`src/accs_pkg.sv`:
```
/*
 Constants for the converter start and initialization control block.
 Assumes one 250 MHz core clock and an active-low asynchronous reset.
*/
package accs_pkg;
   localparam int unsigned CLK_MHZ = 250;
   // Conversion time in ns, a plain default
   localparam int unsigned CONV_TIME_NS = 400;
   localparam int unsigned CONV_CYC = (CONV_TIME_NS * CLK_MHZ) / 1000;
   // Fast initialization after a reset pulse, in ns
   localparam int unsigned INIT_TIME_NS = 100;
   localparam int unsigned INIT_CYC = (INIT_TIME_NS * CLK_MHZ + 999) / 1000;
   localparam int unsigned DISCARD_CONV = 128;
   localparam int unsigned CNT_W = 8;
   localparam logic [CNT_W-1:0] CONV_CNT = CNT_W'(CONV_CYC);
   localparam logic [CNT_W-1:0] INIT_CNT = CNT_W'(INIT_CYC);
   localparam logic [CNT_W-1:0] DISC_CNT = CNT_W'(DISCARD_CONV);
   localparam logic [2:0] SYNC_RST = 3'h7;
   typedef enum logic [1:0]
   {
      ACCS_IDLE = 2'h0,
      ACCS_CONV = 2'h1,
      ACCS_INIT = 2'h3,
      ACCS_HIZ = 2'h2
   } accs_state_t;
endpackage

```
`src/accs_ctrl.sv`:
```
/*
 Converter start, protection, initialization and reference select control.
 Assumes the host drives start, reset and static pins asynchronously;
 every pin passes a three-stage synchroniser before use.
*/
// Contract
// - Start falling edge launches a conversion
// - Running conversion ignores starts and sleep
// - Chip select and read never gate start
// - Power-up or wake flags first 128 conversions
// - Interface stays enabled in acquisition too
// - Both low enables bandgap and buffer
// - Reference high only: bandgap off, buffer on
// - Both high disables bandgap and buffer
// - Reset rise aborts conversion, floats bus
// - Reset fall clears bus, pulses busy
module accs_ctrl
   import accs_pkg::*;
(
   input wire logic core_clk,
   input wire logic resetn,
   input wire logic convert_start_n,
   input wire logic conv_reset,
   input wire logic sleep_request,
   input wire logic reference_powerdown,
   input wire logic buffer_powerdown,
   input wire logic chip_select_n,
   input wire logic read_strobe_n,
   output logic busy,
   output logic bandgap_en,
   output logic refbuf_en,
   output logic bus_hiz,
   output logic bus_clear,
   output logic iface_en,
   output logic discard_result,
   output logic conv_done
);
   import accs_pkg::*;

   typedef struct packed {
      logic [2:0] st_s;
      logic [2:0] rs_s;
      logic [2:0] sl_s;
      logic [2:0] pr_s;
      logic [2:0] pb_s;
      logic st_l;
      logic rs_l;
      logic sl_l;
      accs_state_t fsm;
      logic [CNT_W-1:0] cnt;
      logic [CNT_W-1:0] disc;
      logic busy;
      logic bg;
      logic buf_en;
      logic hiz;
      logic clr;
      logic done;
      logic iface;
      logic discard;
   } accs_reg_t;

   accs_reg_t r_q;
   accs_reg_t r_d;

   // Agreed level of a three-stage synchroniser, else previous level
   function automatic logic settle(input logic [2:0] s, input logic prev);
      settle = (s[1] == s[2]) ? s[2] : prev;
   endfunction

   // One-step count down, shared by both timers and the discard count
   function automatic logic [CNT_W-1:0] dec(input logic [CNT_W-1:0] v);
      dec = v - CNT_W'(1);
   endfunction

   logic st_n;
   logic rs_n;
   logic sl_n;
   logic pr_n;
   logic pb_n;

   always_comb
   begin
      r_d = r_q;
      r_d.st_s = {r_q.st_s[1:0], convert_start_n};
      r_d.rs_s = {r_q.rs_s[1:0], conv_reset};
      r_d.sl_s = {r_q.sl_s[1:0], sleep_request};
      r_d.pr_s = {r_q.pr_s[1:0], reference_powerdown};
      r_d.pb_s = {r_q.pb_s[1:0], buffer_powerdown};
      st_n = settle(r_q.st_s, r_q.st_l);
      rs_n = settle(r_q.rs_s, r_q.rs_l);
      sl_n = settle(r_q.sl_s, r_q.sl_l);
      pr_n = settle(r_q.pr_s, !r_q.bg);
      pb_n = settle(r_q.pb_s, !r_q.buf_en);
      r_d.st_l = st_n;
      r_d.rs_l = rs_n;
      r_d.sl_l = sl_n;
      r_d.done = 1'b0;
      r_d.clr = 1'b0;
      // Reference modes; both-high and ref-only differ only in buffer
      r_d.bg = !pr_n;
      r_d.buf_en = !pb_n;
      case (r_q.fsm)
         ACCS_IDLE:
         begin
            r_d.busy = 1'b0;
            // Select and read strobe deliberately not examined
            if (r_q.st_l && !st_n)
            begin
               r_d.fsm = ACCS_CONV;
               r_d.cnt = CONV_CNT;
               r_d.busy = 1'b1;
               r_d.hiz = 1'b0;
            end
         end
         ACCS_CONV:
         begin
            // Start edges and sleep are not looked at here
            if (r_q.cnt == CNT_W'(1))
            begin
               r_d.fsm = ACCS_IDLE;
               r_d.busy = 1'b0;
               r_d.done = 1'b1;
               if (r_q.disc != '0)
               begin
                  r_d.disc = dec(r_q.disc);
               end
            end
            else
            begin
               r_d.cnt = dec(r_q.cnt);
            end
         end
         ACCS_HIZ:
         begin
            r_d.busy = 1'b0;
            if (r_q.rs_l && !rs_n)
            begin
               r_d.fsm = ACCS_INIT;
               r_d.cnt = INIT_CNT;
               r_d.clr = 1'b1;
               r_d.hiz = 1'b0;
               r_d.busy = 1'b1;
            end
         end
         ACCS_INIT:
         begin
            if (r_q.cnt == CNT_W'(1))
            begin
               r_d.fsm = ACCS_IDLE;
               r_d.busy = 1'b0;
               r_d.disc = '0;
            end
            else
            begin
               r_d.cnt = dec(r_q.cnt);
            end
         end
         default:
         begin
            r_d.fsm = ACCS_IDLE;
            r_d.busy = 1'b0;
         end
      endcase
      // Leaving sleep restarts the slow initialization window
      // Reload wins over a same-cycle decrement or init clear
      if (r_q.sl_l && !sl_n)
      begin
         r_d.disc = DISC_CNT;
      end
      // Reset rise overrides state, busy, done and bus float, even a running conversion; discard count and reference enables untouched
      if (!r_q.rs_l && rs_n)
      begin
         r_d.fsm = ACCS_HIZ;
         r_d.busy = 1'b0;
         r_d.done = 1'b0;
         r_d.hiz = 1'b1;
      end
      // Registered copies so both outputs leave a flip-flop
      r_d.iface = !r_d.hiz;
      r_d.discard = (r_d.disc != '0);
   end

   always_ff @(posedge core_clk or negedge resetn)
   begin
      if (!resetn)
      begin
         r_q <= '0;
         r_q.st_s <= SYNC_RST;
         r_q.st_l <= 1'b1;
         r_q.fsm <= ACCS_IDLE;
         r_q.disc <= DISC_CNT;
         r_q.bg <= 1'b1;
         r_q.buf_en <= 1'b1;
         r_q.iface <= 1'b1;
         r_q.discard <= 1'b1;
      end
      else
      begin
         r_q <= r_d;
      end
   end

   assign busy = r_q.busy;
   assign bandgap_en = r_q.bg;
   assign refbuf_en = r_q.buf_en;
   assign bus_hiz = r_q.hiz;
   assign bus_clear = r_q.clr;
   // Interface never gated by phase; only reset floats it
   assign iface_en = r_q.iface;
   assign discard_result = r_q.discard;
   assign conv_done = r_q.done;

   AST_START_BUSY: assert property (@(posedge core_clk) disable iff (!resetn)
      (r_q.fsm == ACCS_IDLE && r_q.st_l && !st_n && !(!r_q.rs_l && rs_n))
      |=> busy) else $error("start edge did not raise busy");
   AST_NO_ABORT: assert property (@(posedge core_clk) disable iff (!resetn)
      (r_q.fsm == ACCS_CONV && r_q.cnt > CNT_W'(1) && !(!r_q.rs_l && rs_n))
      |=> r_q.fsm == ACCS_CONV) else $error("conversion cut short");
   AST_BUSY_LEN: assert property (@(posedge core_clk) disable iff (!resetn)
      ($rose(busy) && r_q.fsm == ACCS_CONV && r_q.cnt == CONV_CNT)
      |-> busy [*2]) else $error("busy too short");
   AST_RST_ABORT: assert property (@(posedge core_clk) disable iff (!resetn)
      (!r_q.rs_l && rs_n) |=> (bus_hiz && !busy))
      else $error("reset rise did not float bus");
   AST_RST_FALL: assert property (@(posedge core_clk) disable iff (!resetn)
      (r_q.fsm == ACCS_HIZ && r_q.rs_l && !rs_n)
      |=> (bus_clear && busy && !bus_hiz))
      else $error("reset fall did not start init");
   AST_REF_INT: assert property (@(posedge core_clk) disable iff (!resetn)
      (!pr_n && !pb_n) |=> (bandgap_en && refbuf_en))
      else $error("internal reference not enabled");
   AST_REF_EXTBUF: assert property (@(posedge core_clk) disable iff (!resetn)
      (pr_n && !pb_n) |=> (!bandgap_en && refbuf_en))
      else $error("external buffered reference wrong");
   AST_REF_EXT: assert property (@(posedge core_clk) disable iff (!resetn)
      (pr_n && pb_n) |=> (!bandgap_en && !refbuf_en))
      else $error("external direct reference wrong");
   AST_WAKE: assert property (@(posedge core_clk) disable iff (!resetn)
      (r_q.sl_l && !sl_n) |=> discard_result)
      else $error("wake did not flag discard");
endmodule

```
`config.mk`:
```
export PLATFORM = sky130hd
export DESIGN_NAME = accs_ctrl
export DESIGN_NICKNAME = d
export VERILOG_FILES = /design/src/accs_pkg.sv /design/src/accs_ctrl.sv
export SDC_FILE = /design/constraint.sdc
export NUM_CORES = 1
export LEC_CHECK = 0
export ABC_AREA = 0
export BUFFER_PORTS_ARGS = -buffer_cell sky130_fd_sc_hd__buf_4
export CORE_UTILIZATION = 56
export CTS_CLUSTER_DIAMETER = 30
export CTS_CLUSTER_SIZE = 14
export DETAILED_ROUTE_END_ITERATION = 10
export GPL_ROUTABILITY_DRIVEN = 0
export PLACE_DENSITY = 0.75
export RECOVER_POWER = 100
export SYNTH_ARGS = -nofsm -noshare
export SYNTH_HDL_FRONTEND = slang
export SYNTH_SLANG_ARGS = --single-unit
```
`constraint.sdc`:
```
create_clock -name core_clk -period 2.7 [get_ports core_clk]
set_input_delay 0.135 -clock core_clk [delete_from_list [all_inputs] [get_ports core_clk]]
set_output_delay 0.135 -clock core_clk [all_outputs]
set_load 0.01 [all_outputs]
```
-- Word level (Yosys, flattened, before mapping)
Index checks and enable logic that the tools add are counted.
- flip-flop bits (word level): 44
- input port bits: 9
- output and inout bits: 8
- word-level logic and storage cells: 86
- $add $sub $neg: 2
- equality and inequality tests: 17
- mux-type cells: 28
- reductions and logical operators: 20
- operator list (operator ; count):
    $pmux W10 S3 ; 1
    $mux W8 ; 3
    $mux W10 ; 2
    $mux W9 ; 2
    $pmux W8 S2 ; 1
    $reduce_bool A8 Y1 ; 2
    $sub A8 B1 Y8 const B ; 2
    $mux W1 ; 14
    $ne A3 B3 Y1 const B ; 4
    $logic_not A1 Y1 ; 9
    $eq A8 B1 Y1 const B ; 1
    $mux W2 ; 3
    $ne A2 B2 Y1 const B ; 3
    $reduce_and A3 Y1 ; 2
    $eq A1 B1 Y1 ; 5
    $eq A2 B2 Y1 const B ; 2
    $logic_and A1 B1 Y1 ; 4
    $pmux W1 S4 ; 1
    $ne A3 B1 Y1 const B ; 1
    $eq A2 B1 Y1 const B ; 1
    $logic_not A2 Y1 ; 1
    $pmux W1 S2 ; 1
    $reduce_and A2 Y1 ; 1
    $reduce_or A2 Y1 ; 1

-- Depth between registers and ports, before layout
- depth in word-level cells: 8
- depth in mapped cells: 8
- mapped depth without buffers: 8

-- Worst setup path before layout
No wires, ideal clock.
- path kind: register to register
- from: register r_q[8] (netlist name)
- to: register r_q, in the netlist discard_result
- library setup time: 0.094 ns
- arrival time: 2.129 ns
- data required time: 2.606 ns
- path slack: 0.477 ns
- stages on the path, launching flop included: 8
- path buffers: 1
- period minus slack after synthesis: 2.223 ns
- path through: dfrtp_1 > inv_1 > ha_1 > or4b_4 > o2111ai_4 > buf_4 > o2111ai_1 > or4_1
- RTL lines (element ; RTL line ; text):
    start: declaration ; accs_ctrl.sv:62 ; accs_reg_t r_q;
    start signal: assignment ; accs_ctrl.sv:199 ; r_q <= r_d;

==> impl_metrics.ini <==
[synthesis]
synth_top_area_share_pct = 42.7
yosys-top-cells-area = dfrtp_1, dfstp_2, ha_1, o21ai_0, inv_1
synthFlopType = dfrtp_1
synthArstFlopShare_pct = 100
yosysTopAreaCell = dfrtp_1
synth_fp_nets = 199
ys_seq_area_share_pct = 54.2
postSynthCellCount = 184
synth_cell_types = 49
synth_warnings = 0
syn_area_per_cell_um2 = 11.2
ys_ff_latch = 44
synth_edf_count = 0
netlist_area_mm2 = 0.00205

[finish]
num_antenna_cells = 0
area_growth_pct = 13.6
finish.net_count = 223
drive_gt1_share_pct = 15.3

[critical_path]
cp_cell_sequence = inv_1 > ha_1 > or4b_4 > o2111ai_4 > buf_4 > o31ai_1 > or4_1
crit_path_max_incr_delay_ns = 0.52
critical_path_class = flop to flop
crit_fanout = 8
critPathRequiredTime_ns = 2.98
cp-start-kind = flop
cp-end-kind = flop
crit_path_top_delay_cell = or4_1
worstPathArrival_ns = 2.80

[detailed_routing]
wl_per_cell_um = 15.1
vias = 1538
detail-route-antenna-nets = 0
drc_errors = 0
via_per_inst = 6.03
routed_wl_mm = 3.85
drt_iter0_markers = 119
firstDrtPassIters = 4

[timing]
worst_pin_slew_ns = 2.18
finalCritPeriodShare_pct = 93.3
period_needed_ns = 2.52
tns_ns = 0
final-hold-violation-count = 0
hold_ws_ns = 0.365
slew-limit-headroom_pct = -45.4
setup_viol = 0
skew_ns = 0.00891
fmax_mhz = 397
rsz0062_at_grt = false
drv_slew = 45

[cts]
clk_pin_slew_ns = 0.13
htreeDepth = 2
cts_tree = yes
cts_root_buf = clkbuf_4
cts_buffers = 5
clk_path_buf_depth = 2
clk_latency_ns = 0.36
cts.sinks = 44

[grt]
antenna_found_initial = 0
grt_pass1_vias = 1505
grt_start_max_net_pins = 45
grt-ovfl-total = 0
grt.total_usage_pct = 22.4
grt_pass1_wl_mm = 6.80

[power]
clkPwrFrac_pct = 30.1
power.share.sequential_pct = 51.9
pwr-share-comb_pct = 18.1
p_int_uw = 1170
power.switching_uw = 465
cellPowerDensity_mw_per_mm2 = 703
power.leakage_uw = 0.00100
ir_drop_uv = 415
p_sw_share_pct = 28.3

[die]
die_area_mm2 = 0.00391
initial_core_util_pct = 60.1
coreArea_mm2 = 0.00342
rows = 21
die_h_um = 62.6
die_w_um = 62.6
ioPinCount = 17

[status]
status = complete, but fails checks
violations = capacitance limit, slew limit

[run]
drv_cap = 1

[place]
hpwl_mm = 2.66
port_buffers = 14

[hold_path]
hold_path.class = flop to flop
cell usage in the layout, fill, tap and decap left out, types with 6 or more instances in the layout:
cell type | Yosys | routed
clkbuf_1 | 5 | 11
a21oi_1 | 9 | 9
nand2_1 | 9 | 9
dfrtp_1 | 35 | 35
o21ai_0 | 11 | 11
inv_1 | 14 | 14
nor3_1 | 7 | 7
dfstp_2 | 9 | 7
nor2_1 | 11 | 11
dlygate4sd3_1 | 0 | 6
ha_1 | 6 | 6
clkbuf_4 | 0 | 10
stage by stage:
step           util (%)  power, µW  setup WS, ns  instance area (µm²)  instances
2_1_floorplan         -       1060         0.477                 2050        184
3_3_place_gp       64.7       1150         0.346                 2210        241
3_5_place_dp       64.7       1170         0.231                 2210        241
4_1_cts            69.4       1670         0.218                 2370        255
5_1_grt            68.3       1740        0.0563                 2330        255
6_report           68.3       1640         0.180                 2330        255
power by group through the flow:
| stage | combinational (µW) | clock [µW] | sequential, µW |
|---|---|---|---|
| after floorplan | 210 | 0 | 850 |
| after global placement | 296 | 0 | 853 |
| after detailed placement | 304 | 0 | 862 |
| after CTS | 314 | 510 | 849 |
| after global routing | 342 | 533 | 866 |
| final | 296 | 493 | 851 |
per-layer routing:
| metal | wire (µm) | vias to the layer above | part of all wire, % | global-route usage (%) |
|---|---|---|---|---|
| met5 | 0 | - | 0 | 0 |
| met4 | 106 | 0 | 2.8 | 9.88 |
| met3 | 215 | 14 | 5.6 | 5.11 |
| met2 | 1870 | 52 | 49 | 37.6 |
| met1 | 1660 | 747 | 43 | 27.7 |
| li1 | - | 725 | - | - |
registers in the layout, indices dropped and copies added, names as in the netlist, named ones only:
register	count
r_q	26
r_d	10
bus_clear	1
bus_hiz	1
busy	1
conv_done	1
discard_result	1
iface_en	1
cell families (layout without fill, tap and decap cells):
family / Yosys count / in the layout / share of synthesized area [%]
simple gates: 52 / 52 / 15.1
xor+xnor: 4 / 4 / 1.71
flops: 44 / 44 / 54.2
compound gates: 55 / 55 / 20.0
buf+inv: 21 / 46 / 4.39
fa+ha+maj: 8 / 8 / 4.63
critical path, delay by kind of cell, from the launching register on:
kind	cells	cell delay [ns]
adder cells (fa/ha/maj)	1	0.18
buffers and inverters	2	0.39
AO/OA/AOI/OAI	2	0.40
AND/OR/NAND/NOR	2	1.02
flip-flops	1	0.46
cell type report:
cell class	count	area, µm²
multi-input cells	119	851
fillers	270	1080
clock buffers	6	41.3
inverters	14	52.6
clock inverters	2	60.1
well taps	46	57.6
repair buffers	24	158
flip-flops and latches	44	1110
Yosys cell counts, types with 2 or more instances:
library cell   n
dfrtp_1       35
inv_1         14
nor2_1        11
o21ai_0       11
a21oi_1        9
dfstp_2        9
nand2_1        9
nor3_1         7
ha_1           6
a21o_1         5
clkbuf_1       5
nand3_1        5
o2111ai_1      5
a211oi_1       3
and2_1         3
nor3b_1        3
o22ai_1        3
or4_1          3
a21boi_0       2
maj3_1         2
nor4_1         2
o21a_1         2
o31ai_1        2
xnor2_1        2
xor2_1         2
final timing paths:
kind | from | end | slack [ns] | depth (start not counted)
max | r_q[8] | discard_result | 0.18 | 7
min | r_d[36] | r_d[37] | 0.37 | 0
max reg2reg | r_q[8] | discard_result | 0.18 | 7
min reg2reg | r_d[36] | r_d[37] | 0.37 | 0
max in group asynchronous | resetn | r_q[8] | 0.51 | 2
min in group asynchronous | resetn | r_q[19] | 0.94 | 2
what timing repair did:
item / 4_1_cts / 5_1_grt
endpoints found under the hold margin: 40 / 0
setup endpoints to repair: 0 / 0
buffers inserted: 0 / 0
resized for setup: 0 / 0
hold buffers: 6 / 0
Power figures use the tool's default switching activity.
